File: src/hdl/modbus_gate_pkg.sv
package modbus_gate_pkg;

  localparam int CLK_HZ = 250_000_000;
  localparam int OVERSAMPLE = 16;

  localparam logic [7:0] OFS_CTRL = 8'h00;
  localparam logic [7:0] OFS_RS485_ADDR = 8'h04;
  localparam logic [7:0] OFS_RS485_COMM = 8'h08;
  localparam logic [7:0] OFS_WR_PW_LO = 8'h0c;
  localparam logic [7:0] OFS_WR_PW_HI = 8'h10;
  localparam logic [7:0] OFS_CMD_PW = 8'h14;
  localparam logic [7:0] OFS_STATUS = 8'h18;

  localparam int CTRL_USB_ORDER = 0;
  localparam int CTRL_RS485_ORDER = 1;
  localparam int CTRL_LOCK_ASSIGNED = 2;
  localparam logic [2:0] CTRL_RESET = 3'h0;

  localparam int COMM_BAUD_LSB = 0;
  localparam int COMM_DATA7 = 4;
  localparam int COMM_TWO_STOP = 5;
  localparam int COMM_PARITY_LSB = 6;
  localparam logic [7:0] COMM_RESET = 8'h04;
  localparam logic [7:0] RS485_ADDR_RESET = 8'h01;

  localparam int PW_CHARS = 7;
  localparam int PW_BITS = PW_CHARS * 8;
  localparam logic [PW_BITS-1:0] PW_BLANK = 56'h0;

  localparam logic [13:0] CMD_PW_RESET = 14'h007b;
  localparam logic [13:0] CMD_PW_MAX = 14'h270f;

  localparam logic PORT_USB = 1'b0;
  localparam logic PORT_RS485 = 1'b1;
  localparam logic LOW_WORD_FIRST = 1'b0;
  localparam logic HIGH_WORD_FIRST = 1'b1;

  localparam logic [7:0] EXC_ILLEGAL_FUNCTION = 8'h01;
  localparam logic [7:0] EXC_ILLEGAL_VALUE = 8'h03;
  localparam logic [7:0] EXC_REFUSED = 8'h04;

  typedef enum logic [2:0] {
    KIND_READ,
    KIND_PARAM_WRITE,
    KIND_COUNTER_RESET,
    KIND_COMMAND,
    KIND_WRITE_PASSWORD,
    KIND_COMMAND_PASSWORD
  } reqKind_t;

  // Cycles per oversample tick for each baud selection.
  function automatic logic [15:0] baudDivisor(input logic [3:0] sel);
    int baud;
    case (sel)
      4'h0: baud = 1200;
      4'h1: baud = 2400;
      4'h2: baud = 4800;
      4'h3: baud = 9600;
      4'h4: baud = 19200;
      4'h5: baud = 38400;
      4'h6: baud = 57600;
      default: baud = 115200;
    endcase
    return 16'(CLK_HZ / (OVERSAMPLE * baud));
  endfunction : baudDivisor

endpackage : modbus_gate_pkg

File: src/hdl/baud_tick_gen.sv
module baud_tick_gen
  import modbus_gate_pkg::*;
(
  input wire logic ref_clk,
  input wire logic arst_n,
  input wire logic [3:0] baudSel,
  output logic tick
);

  logic [15:0] count_reg;
  logic [15:0] count_next;
  logic [3:0] sel_reg;
  wire logic [15:0] divisor = baudDivisor(baudSel);
  wire logic wrap = (count_reg >= divisor - 16'h0001) || (sel_reg != baudSel);

  // A change of rate restarts the count so no stretched tick appears.
  assign count_next = wrap ? 16'h0000 : count_reg + 16'h0001;

  always_ff @(posedge ref_clk or negedge arst_n) begin
    if (!arst_n) begin
      count_reg <= 16'h0000;
      sel_reg <= 4'h0;
      tick <= 1'b0;
    end else begin
      count_reg <= count_next;
      sel_reg <= baudSel;
      tick <= wrap && (sel_reg == baudSel);
    end
  end

endmodule : baud_tick_gen

File: src/hdl/modbus_slave_access_gate.sv
// Contract
// - Slave only on both ports: answer master requests, never initiate.
// - Reads of measures and states never need a password.
// - Write password up to seven characters; blank default disables protection.
// - Non-blank password: refuse writes, resets, commands until password written.
// - Command password ranges 0 to 9999, default 123.
// - Nonzero command password must precede every single command.
// - Active remote command lock input blocks port commands; the code blocks them only while ctrl bit CTRL_LOCK_ASSIGNED is set.
// - USB word order: 0 low word first, 1 high word first.
// - RS485 has its own independent word order setting.
// - RS485 answers only its address, uses configured baud and framing.
module modbus_slave_access_gate
  import modbus_gate_pkg::*;
(
  input wire logic ref_clk,
  input wire logic arst_n,
  input wire logic psel,
  input wire logic penable,
  input wire logic pwrite,
  input wire logic [7:0] paddr,
  input wire logic [31:0] pwdata,
  output logic pready,
  output logic [31:0] prdata,
  output logic pslverr,
  input wire logic remoteCommandLockInput,
  input wire logic reqValid,
  input wire logic reqPort,
  input wire logic [7:0] reqSlave,
  input wire logic [2:0] reqKind,
  input wire logic [1:0] reqIndex,
  input wire logic [15:0] reqData,
  input wire logic [31:0] reqValue,
  output logic respValid,
  output logic respPort,
  output logic respException,
  output logic [7:0] respCode,
  output logic [15:0] respData,
  output logic paramWrite,
  output logic counterReset,
  output logic commandExec,
  output logic [1:0] actionIndex,
  output logic [15:0] actionData,
  output logic rs485BitTick,
  output logic rs485DataBits7,
  output logic rs485TwoStop,
  output logic [1:0] rs485Parity
);

  logic [2:0] ctrl_reg;
  logic [7:0] rsAddr_reg;
  logic [7:0] comm_reg;
  logic [PW_BITS-1:0] wrPw_reg;
  logic [13:0] cmdPw_reg;
  logic [7:0] refusals_reg;
  logic [1:0] unlocked_reg;
  logic [1:0] armed_reg;
  // Each port assembles its own entry, so one master cannot finish another's unlock.
  logic [PW_BITS-1:0] pwEntry_reg [2];

  // APB decode: zero wait states, unmapped offsets answer with pslverr.
  wire logic apbAccess = psel && penable;
  wire logic apbWrite = apbAccess && pwrite;
  wire logic hitCtrl = paddr == OFS_CTRL;
  wire logic hitAddr = paddr == OFS_RS485_ADDR;
  wire logic hitComm = paddr == OFS_RS485_COMM;
  wire logic hitPwLo = paddr == OFS_WR_PW_LO;
  wire logic hitPwHi = paddr == OFS_WR_PW_HI;
  wire logic hitCmdPw = paddr == OFS_CMD_PW;
  wire logic hitStatus = paddr == OFS_STATUS;
  wire logic mapped = hitCtrl || hitAddr || hitComm || hitPwLo || hitPwHi || hitCmdPw || hitStatus;
  wire logic pwConfigWrite = apbWrite && (hitPwLo || hitPwHi);
  // The lock input is taken as synchronous; an asynchronous source needs a synchroniser first.
  wire logic lockActive = ctrl_reg[CTRL_LOCK_ASSIGNED] && remoteCommandLockInput;

  assign pready = 1'b1;
  assign pslverr = apbAccess && !mapped;
  assign prdata = hitCtrl ? {29'h0, ctrl_reg} :
                  hitAddr ? {24'h0, rsAddr_reg} :
                  hitComm ? {24'h0, comm_reg} :
                  hitPwLo ? wrPw_reg[31:0] :
                  hitPwHi ? {8'h0, wrPw_reg[PW_BITS-1:32]} :
                  hitCmdPw ? {18'h0, cmdPw_reg} :
                  hitStatus ? {16'h0, refusals_reg, 2'b00, lockActive, 1'b0,
                               armed_reg, unlocked_reg} :
                  32'h0;

  // Request classification.
  wire logic isRead = reqKind == KIND_READ;
  wire logic isParam = reqKind == KIND_PARAM_WRITE;
  wire logic isCounter = reqKind == KIND_COUNTER_RESET;
  wire logic isCmd = reqKind == KIND_COMMAND;
  wire logic isWrPw = reqKind == KIND_WRITE_PASSWORD;
  wire logic isCmdPw = reqKind == KIND_COMMAND_PASSWORD;
  wire logic isBad = !(isRead || isParam || isCounter || isCmd || isWrPw || isCmdPw);

  // Requests on RS485 for another slave are dropped without a reply.
  wire logic take = reqValid && (reqPort == PORT_USB || reqSlave == rsAddr_reg);
  wire logic pwBlank = wrPw_reg == PW_BLANK;
  wire logic portUnlocked = pwBlank || unlocked_reg[reqPort];
  wire logic cmdPwNeeded = cmdPw_reg != 14'h0000;
  wire logic cmdPwMatch = {2'b00, cmdPw_reg} == reqData;
  wire logic cmdAllowed = portUnlocked && !lockActive && (!cmdPwNeeded || armed_reg[reqPort]);
  wire logic cmdPwAllowed = portUnlocked && !lockActive && cmdPwMatch;
  wire logic refuse = ((isParam || isCounter) && !portUnlocked) || (isCmd && !cmdAllowed) ||
                      (isCmdPw && !cmdPwAllowed);
  wire logic exception = isBad || refuse;
  wire logic [7:0] excCode = isBad ? EXC_ILLEGAL_FUNCTION :
                             (isCmdPw && portUnlocked && !lockActive) ? EXC_ILLEGAL_VALUE :
                             EXC_REFUSED;
  // Word order only swaps which half an index selects; the value itself is untouched.
  wire logic portOrder = reqPort ? ctrl_reg[CTRL_RS485_ORDER] : ctrl_reg[CTRL_USB_ORDER];
  wire logic selHigh = reqIndex[0] ^ (portOrder == HIGH_WORD_FIRST);
  wire logic [15:0] readWord = selHigh ? reqValue[31:16] : reqValue[15:0];
  wire logic [15:0] replyWord = isRead ? readWord : reqData;
  // A value above the limit is refused whole rather than clipped to a different code.
  wire logic cmdPwOk = pwdata[13:0] <= CMD_PW_MAX;

  // Per-port password entry and unlock/arm state.
  genvar p;
  generate
    for (p = 0; p < 2; p++) begin : g_port
      logic [PW_BITS-1:0] entryNext;
      wire logic hit = take && (reqPort == p);
      wire logic pwHit = hit && isWrPw;
      wire logic armSet = hit && isCmdPw && cmdPwAllowed;
      wire logic armClear = hit && (isCmd || (isCmdPw && !cmdPwAllowed));

      always_comb begin
        entryNext = pwEntry_reg[p];
        case (reqIndex)
          2'd0: entryNext[15:0] = reqData;
          2'd1: entryNext[31:16] = reqData;
          2'd2: entryNext[47:32] = reqData;
          default: entryNext[PW_BITS-1:48] = reqData[7:0];
        endcase
      end

      always_ff @(posedge ref_clk or negedge arst_n) begin
        if (!arst_n) begin
          pwEntry_reg[p] <= PW_BLANK;
          unlocked_reg[p] <= 1'b0;
          armed_reg[p] <= 1'b0;
        end else begin
          if (pwHit) begin
            pwEntry_reg[p] <= entryNext;
          end
          // A master's unlock in the same cycle as a new local password wins.
          if (pwHit) begin
            unlocked_reg[p] <= entryNext == wrPw_reg;
          end else if (pwConfigWrite) begin
            unlocked_reg[p] <= 1'b0;
          end
          // One arming covers exactly one command, accepted or refused.
          if (armSet) begin
            armed_reg[p] <= 1'b1;
          end else if (armClear) begin
            armed_reg[p] <= 1'b0;
          end
        end
      end
    end
  endgenerate

  always_ff @(posedge ref_clk or negedge arst_n) begin
    if (!arst_n) begin
      ctrl_reg <= CTRL_RESET;
      rsAddr_reg <= RS485_ADDR_RESET;
      comm_reg <= COMM_RESET;
      wrPw_reg <= PW_BLANK;
      cmdPw_reg <= CMD_PW_RESET;
    end else if (apbWrite) begin
      if (hitCtrl) ctrl_reg <= pwdata[2:0];
      if (hitAddr) rsAddr_reg <= pwdata[7:0];
      if (hitComm) comm_reg <= pwdata[7:0];
      if (hitPwLo) wrPw_reg[31:0] <= pwdata;
      if (hitPwHi) wrPw_reg[PW_BITS-1:32] <= pwdata[23:0];
      // Out-of-range command passwords are ignored, keeping the old value.
      if (hitCmdPw && cmdPwOk && pwdata[31:14] == 18'h0) cmdPw_reg <= pwdata[13:0];
    end
  end

  always_ff @(posedge ref_clk or negedge arst_n) begin
    if (!arst_n) begin
      respValid <= 1'b0;
      respPort <= PORT_USB;
      respException <= 1'b0;
      respCode <= 8'h00;
      respData <= 16'h0000;
      paramWrite <= 1'b0;
      counterReset <= 1'b0;
      commandExec <= 1'b0;
      actionIndex <= 2'd0;
      actionData <= 16'h0000;
      refusals_reg <= 8'h00;
    end else begin
      respValid <= take;
      respException <= take && exception;
      paramWrite <= take && isParam && !refuse;
      counterReset <= take && isCounter && !refuse;
      commandExec <= take && isCmd && !refuse;
      // Reply port, code and data and the action fields follow only a taken request, so they hold between requests.
      if (take) begin
        respPort <= reqPort;
        respCode <= exception ? excCode : 8'h00;
        respData <= replyWord;
        actionIndex <= reqIndex;
        actionData <= reqData;
      end
      // The refusal count wraps at 255, so software should read it as a rate.
      if (take && refuse) refusals_reg <= refusals_reg + 8'h01;
    end
  end

  assign rs485DataBits7 = comm_reg[COMM_DATA7];
  assign rs485TwoStop = comm_reg[COMM_TWO_STOP];
  assign rs485Parity = comm_reg[COMM_PARITY_LSB +: 2];

  // The tick restarts on a rate change, so the first period at a new rate is full.
  baud_tick_gen u_baud (
    .ref_clk(ref_clk),
    .arst_n(arst_n),
    .baudSel(comm_reg[COMM_BAUD_LSB +: 4]),
    .tick(rs485BitTick)
  );
endmodule : modbus_slave_access_gate

File: config.mk
export PLATFORM = sky130hd
export DESIGN_NAME = modbus_slave_access_gate
export DESIGN_NICKNAME = d
export VERILOG_FILES = /design/src/hdl/modbus_gate_pkg.sv /design/src/hdl/baud_tick_gen.sv /design/src/hdl/modbus_slave_access_gate.sv
export SDC_FILE = /design/constraint.sdc
export NUM_CORES = 1
export LEC_CHECK = 0
export ABC_AREA = 1
export BUFFER_PORTS_ARGS = -buffer_cell sky130_fd_sc_hd__buf_2
export CAP_MARGIN = 10
export CORE_MARGIN = 1
export CORE_UTILIZATION = 27
export DETAILED_ROUTE_END_ITERATION = 10
export SETUP_SLACK_MARGIN = 0.05
export SYNTH_ARGS = -nofsm -noshare
export SYNTH_HDL_FRONTEND = slang
export SYNTH_HIERARCHICAL = 1
export SYNTH_SLANG_ARGS = --single-unit
File: constraint.sdc
create_clock -name ref_clk -period 50.2 [get_ports ref_clk]
set_input_delay 15.06 -clock ref_clk [delete_from_list [all_inputs] [get_ports ref_clk]]
set_output_delay 15.06 -clock ref_clk [all_outputs]
set_load 0.03 [all_outputs]
* After elaboration in Yosys (flattened, before gate mapping)
Cells that the tools add are included.
Word-level totals: register bits after elaboration 282, output and inout bits 87
Cells by class: $add $sub $neg 3, div/mod/pow operators 1, order comparisons 3, eq/ne operators 25, muxes and demuxes 34, bitwise gates (word level) 2, reduce and logical (&&, ||, !) cells 82
Operators by type and width (count):
- $mux W16 | 11
- $mux W32 | 4
- $pmux W17 S7 | 1
- $eq A56 B56 Y1 | 2
- $logic_not A56 Y1 | 1
- $logic_and A1 B1 Y1 | 35
- $div A29 B32 Y32 const A | 1
- $eq A8 B5 Y1 const B | 3
- $mux W24 | 1
- $logic_or A1 B1 Y1 | 21
- $logic_not A18 Y1 | 1
- $add A16 B1 Y16 const B | 1
- $eq A14 B16 Y1 | 1
- $eq A8 B4 Y1 const B | 2
- $ge A16 B16 Y1 | 1
- $mux W8 | 2
- $sub A16 B1 Y16 const B | 1
- $le A14 B14 Y1 const B | 1
- $reduce_bool A14 Y1 | 1
- $eq A4 B3 Y1 const B | 3
- $mux W1 | 12
- $reduce_and A2 Y1 | 6
- $mux W3 | 3
- $add A8 B1 Y8 const B | 1
- 21 further kinds | 34

* Depth between registers and ports, before layout
word-level depth 11, depth in mapped cells 272

* By module
Netlist, hierarchy kept.
By module, submodules not included:
- baud_tick_gen | times used 1, cells each 2614, area each 14834.2 um^2
- modbus_slave_access_gate | times used 1, cells each 1807, area each 13807.0 um^2

* Least setup slack after synthesis
No wires, ideal clock.
path type reg2reg, from reg comm_reg[2], to reg u_baud.count_reg[12], setup time 0.088 ns, arrival 35.580 ns, data required time 50.112 ns, setup slack 14.532 ns, stages on the path, launching flop included 248, period minus slack after synthesis 35.668 ns, path through dfstp_2 nor2_8 inv_2 buf_2 buf_1 buf_1 clkbuf_1 nor2_1 nor4_1 ha_1 nand2_1 nor2_1 nand3_1 nand2_1 nand2_1 nand2_1 nand2_1 inv_1 (+212 left out) nor2_1 ha_1 ha_1 a21boi_0 o21a_1 o21a_1 o21a_1 o21a_1 o21a_1 o21ai_0 nand2_1 a21oi_1 nor2_1 o31a_1 o2111ai_1 nand3_1 clkbuf_1 nor3b_1
On the way: word-level cells in the longest chain between the ends 7, elaborated cells between the ends (all ways) 14, classes of those cells 1 x add/sub; 1 x div; 1 x order compare; 7 x eq/ne; 2 x mux; 2 x reduce/logical
Ends and longest elaborated chain:
- start, declared | line modbus_slave_access_gate.sv:51 | logic [7:0] comm_reg;
- start signal, assigned | line modbus_slave_access_gate.sv:174 | if (hitComm) comm_reg <= pwdata[7:0];
- $eq A4 B3 Y1 (tied with other cells) | line modbus_gate_pkg.sv:54 | case (sel)
- $pmux W17 S7 | line modbus_gate_pkg.sv:54
- $div A29 B32 Y32 | line modbus_gate_pkg.sv:64 | return 16'(CLK_HZ / (OVERSAMPLE * baud));
- $sub A16 B1 Y16 | line baud_tick_gen.sv:14 | wire logic wrap = (count_reg >= divisor - 16'h0001) || (sel_reg != baudSel);
- $ge A16 B16 Y1 | line baud_tick_gen.sv:14
- $logic_or A1 B1 Y1 (*) | line baud_tick_gen.sv:14
- $mux W16 (*) | line baud_tick_gen.sv:17 | assign count_next = wrap ? 16'h0000 : count_reg + 16'h0001;
- via u_baud.count_next[12] | line baud_tick_gen.sv:11 | logic [15:0] count_next;
- end signal, assigned | line baud_tick_gen.sv:25 | count_reg <= count_next;
- end, declared | line baud_tick_gen.sv:10 | logic [15:0] count_reg;
The timed path passes the listed nets; every way through them passes the cells marked *. A chain may end at the register's enable or synchronous reset.

* Final worst setup path
from reg comm_reg[3], to reg u_baud.count_reg[2]
Same word-level chain as after synthesis.

==> impl_metrics.env <==
export IMPL_fmax_ghz=0.0248
export IMPL_worst_setup_path_end_kind="flop"
export IMPL_fin_ws_ns=9.94
export IMPL_worstMarginPinSlew_ns=1.21
export IMPL_cts_buffers=31
export IMPL_ys_types=74
export IMPL_place_inst=5904
export IMPL_r2r_slack_ns=9.94
export IMPL_fin_tns_setup_ns=0
export IMPL_fin_crit_sh_pct=80.2
export IMPL_synth_ff_type="dfrtp_1"
export IMPL_path_clk_slew_ns=0.06
export IMPL_dieArea_um2=107000
export IMPL_critPathLaunchType="flop"
export IMPL_worst_r2r_cell_count=222
export IMPL_post_dp_hpwl_um=82000
export IMPL_grt_pass1_wl_um=163000
export IMPL_reg2reg_to="u_baud/count_reg[2]$_DFF_PN0_"
export IMPL_finalNonFillerCells=5960
export IMPL_grt_ovfl_total=0
export IMPL_whs_endpoint="respData[6]$_DFFE_PN0N_"
export IMPL_cap_violations=0
export IMPL_grt_usage_pct=19.2
export IMPL_die_h_um=328
export IMPL_nFillCells=11600
export IMPL_synth_avg_cell_area_um2=6.48
export IMPL_crit_fanout=27
export IMPL_seq_area_frac_synth_pct=24.2
export IMPL_ys_seq_elements=277
export IMPL_initial_utilization_pct=27.2
export IMPL_crit_start="comm_reg[3]$_DFFE_PN0P_"
export IMPL_firstDrtPassIters=8
export IMPL_rsz0062_at_grt="false"
export IMPL_wirelength_um=106000
export IMPL_cp_slowest_cell="ha_1"
export IMPL_vias=30300
export IMPL_setup_violations=0
export IMPL_routedWlPerCell_um=17.7
export IMPL_hold_depth=2
export IMPL_nets=4860
export IMPL_ctsHoldBuffers=0
export IMPL_finClkSkew_ns=0.0110
export IMPL_r2r_start="comm_reg[3]$_DFFE_PN0P_"
export IMPL_hold_violations=0
export IMPL_cts_sinks=277
export IMPL_io_buffer_count=189
export IMPL_antenna_found_initial=9
export IMPL_synth_cells=4421
export IMPL_via_per_inst=5.08
export IMPL_worstSetupPathType="reg -> reg"
export IMPL_row_count=119
export IMPL_post_cts_buffers=0
export IMPL_htree_levels=1
export IMPL_period_minus_slack_ns=40.26
export IMPL_fp_dieW_um=328
export IMPL_route_detailed_drc=0
export IMPL_io_pins=196
export IMPL_cts_resized=0
export IMPL_synth_edf_count=0
export IMPL_cp_data_required_time_ns=50.69
export IMPL_drt_iter0_markers=2640
export IMPL_cts_tree="done"
export IMPL_status="complete, no violations"
export IMPL_cp_data_arrival_time_ns=40.75
export IMPL_hp_start="respData[6]$_DFFE_PN0N_"
export IMPL_detail_route_antenna_nets=0
export IMPL_cp_slowest_stage_delay_ns=0.62
export IMPL_place_congestion=0.927
export IMPL_cts_root_buf="clkbuf_16"
export IMPL_grt_pass1_vias=28200
export IMPL_place_ws_ns=10.47
export IMPL_max_slew_margin_rel_pct=18.5
export IMPL_hp_class="reg -> reg"
export IMPL_syn_to_final_growth_pct=11.5
export IMPL_largest_reg_flops=112
export IMPL_drv_slew=0
export IMPL_ys_warn_count=6
export IMPL_grt_max_degree=98
export IMPL_crit_path_frequent_cell="nand2_1"
export IMPL_synth_area_um2=28600
export IMPL_clockBufferDepth=3
export IMPL_synthArstFlopShare_pct=100
export IMPL_core_area_um2=105000
export IMPL_hold_ws_ns=0.472
export IMPL_layout_drive_gt1_share_pct=9.70
export IMPL_clock_latency_ns=0.60
cell type report:
class	count	area [µm²]	share of cell area [%]
multi-input combinational	3520	19200	60.1
sequential	277	6940	21.7
inverter	499	1880	5.89
tap	1391	1740	5.45
timing repair buffer	217	1170	3.65
clock buffer	44	865	2.71
clock inverter	11	156	0.490
antenna	1	2.50	0.00784
Yosys cell counts, types with 15 or more instances:
master	count	share of area [%]
a21oi_1	206	3.6
a31oi_1	18	0.39
buf_2	31	0.54
buf_4	17	0.45
buf_6	17	0.67
clkbuf_1	62	0.81
dfrtp_1	269	24
ha_1	204	8.9
inv_1	475	6.2
inv_2	20	0.26
nand2_1	1226	16
nand2_2	41	0.90
nand3_1	243	4.2
nand4_1	73	1.6
nor2_1	349	4.6
nor3_1	47	0.82
nor4_1	15	0.33
o211ai_1	21	0.55
o21a_1	16	0.42
o21ai_0	513	9.0
o21ai_1	56	0.98
o21bai_1	16	0.42
o22ai_1	33	0.72
or2_2	21	0.46
xnor2_1	81	2.5
xor2_1	143	4.4
layer usage:
layer / GRT usage, % / vias up / share of wire (%)
met3: 3.10 / 195 / 8.6
met1: 27.4 / 14000 / 46
met4: 5.60 / 4 / 3.0
met5: 0 / - / 0.023
met2: 29.5 / 1201 / 42
li1: - / 14900 / -
critical path, delay by kind of cell (launching register included):
kind                     cells  cell delay [ns]
AND/OR/NAND/NOR            111            14.52
AO/OA/AOI/OAI               59            12.65
adder cells (fa/ha/maj)     20             7.05
buffers and inverters       30             4.87
flip-flops                   1             0.51
XOR/XNOR                     2             0.38
cells in the final DEF, fill, tap and decap left out, types with 56 or more instances in the layout:
master	n
nand3_1	243
nand4_1	73
nor2_1	344
inv_1	474
a21oi_1	205
xor2_1	143
ha_1	204
o21ai_0	512
nand2_1	1225
o21ai_1	56
buf_2	188
xnor2_1	81
dfrtp_1	269
how the worst max path moves through the flow:
stage,to,slack (ns),depth (start not counted)
after global placement,u_baud/count_reg[5]$_DFF_PN0_,11.27,224
after global routing,u_baud/count_reg[2]$_DFF_PN0_,5.64,227
after detailed placement,u_baud/count_reg[2]$_DFF_PN0_,10.47,227
after CTS,u_baud/count_reg[2]$_DFF_PN0_,10.36,227
final,u_baud/count_reg[2]$_DFF_PN0_,9.94,222
after floorplan,u_baud/count_reg[12]$_DFF_PN0_,14.53,247
per-stage QoR:
step	area, µm²	util, %
after floorplan	28700	-
after global placement	30900	29.4
after detailed placement	30900	29.4
after CTS	31900	30.3
after global routing	31900	30.3
final	31900	30.3
cells by family (layout without fill, tap and decap cells):
kind of cell | Yosys count | count (layout) | share of synthesized area (%)
and+or+nand+nor | 2118 | 2118 | 32.3
AOI/OAI and AO/OA | 958 | 958 | 18.4
buffers and inverters | 632 | 771 | 9.10
DFF | 277 | 277 | 24.2
xor gates and xnor gates | 224 | 224 | 6.85
adders and majority gates | 205 | 205 | 8.98
other | 4 | 13 | 0.0524
muxes | 3 | 3 | 0.105
Power is not shown: default switching activity piles up to over one toggle a cycle in this logic, so the estimate is an artifact.
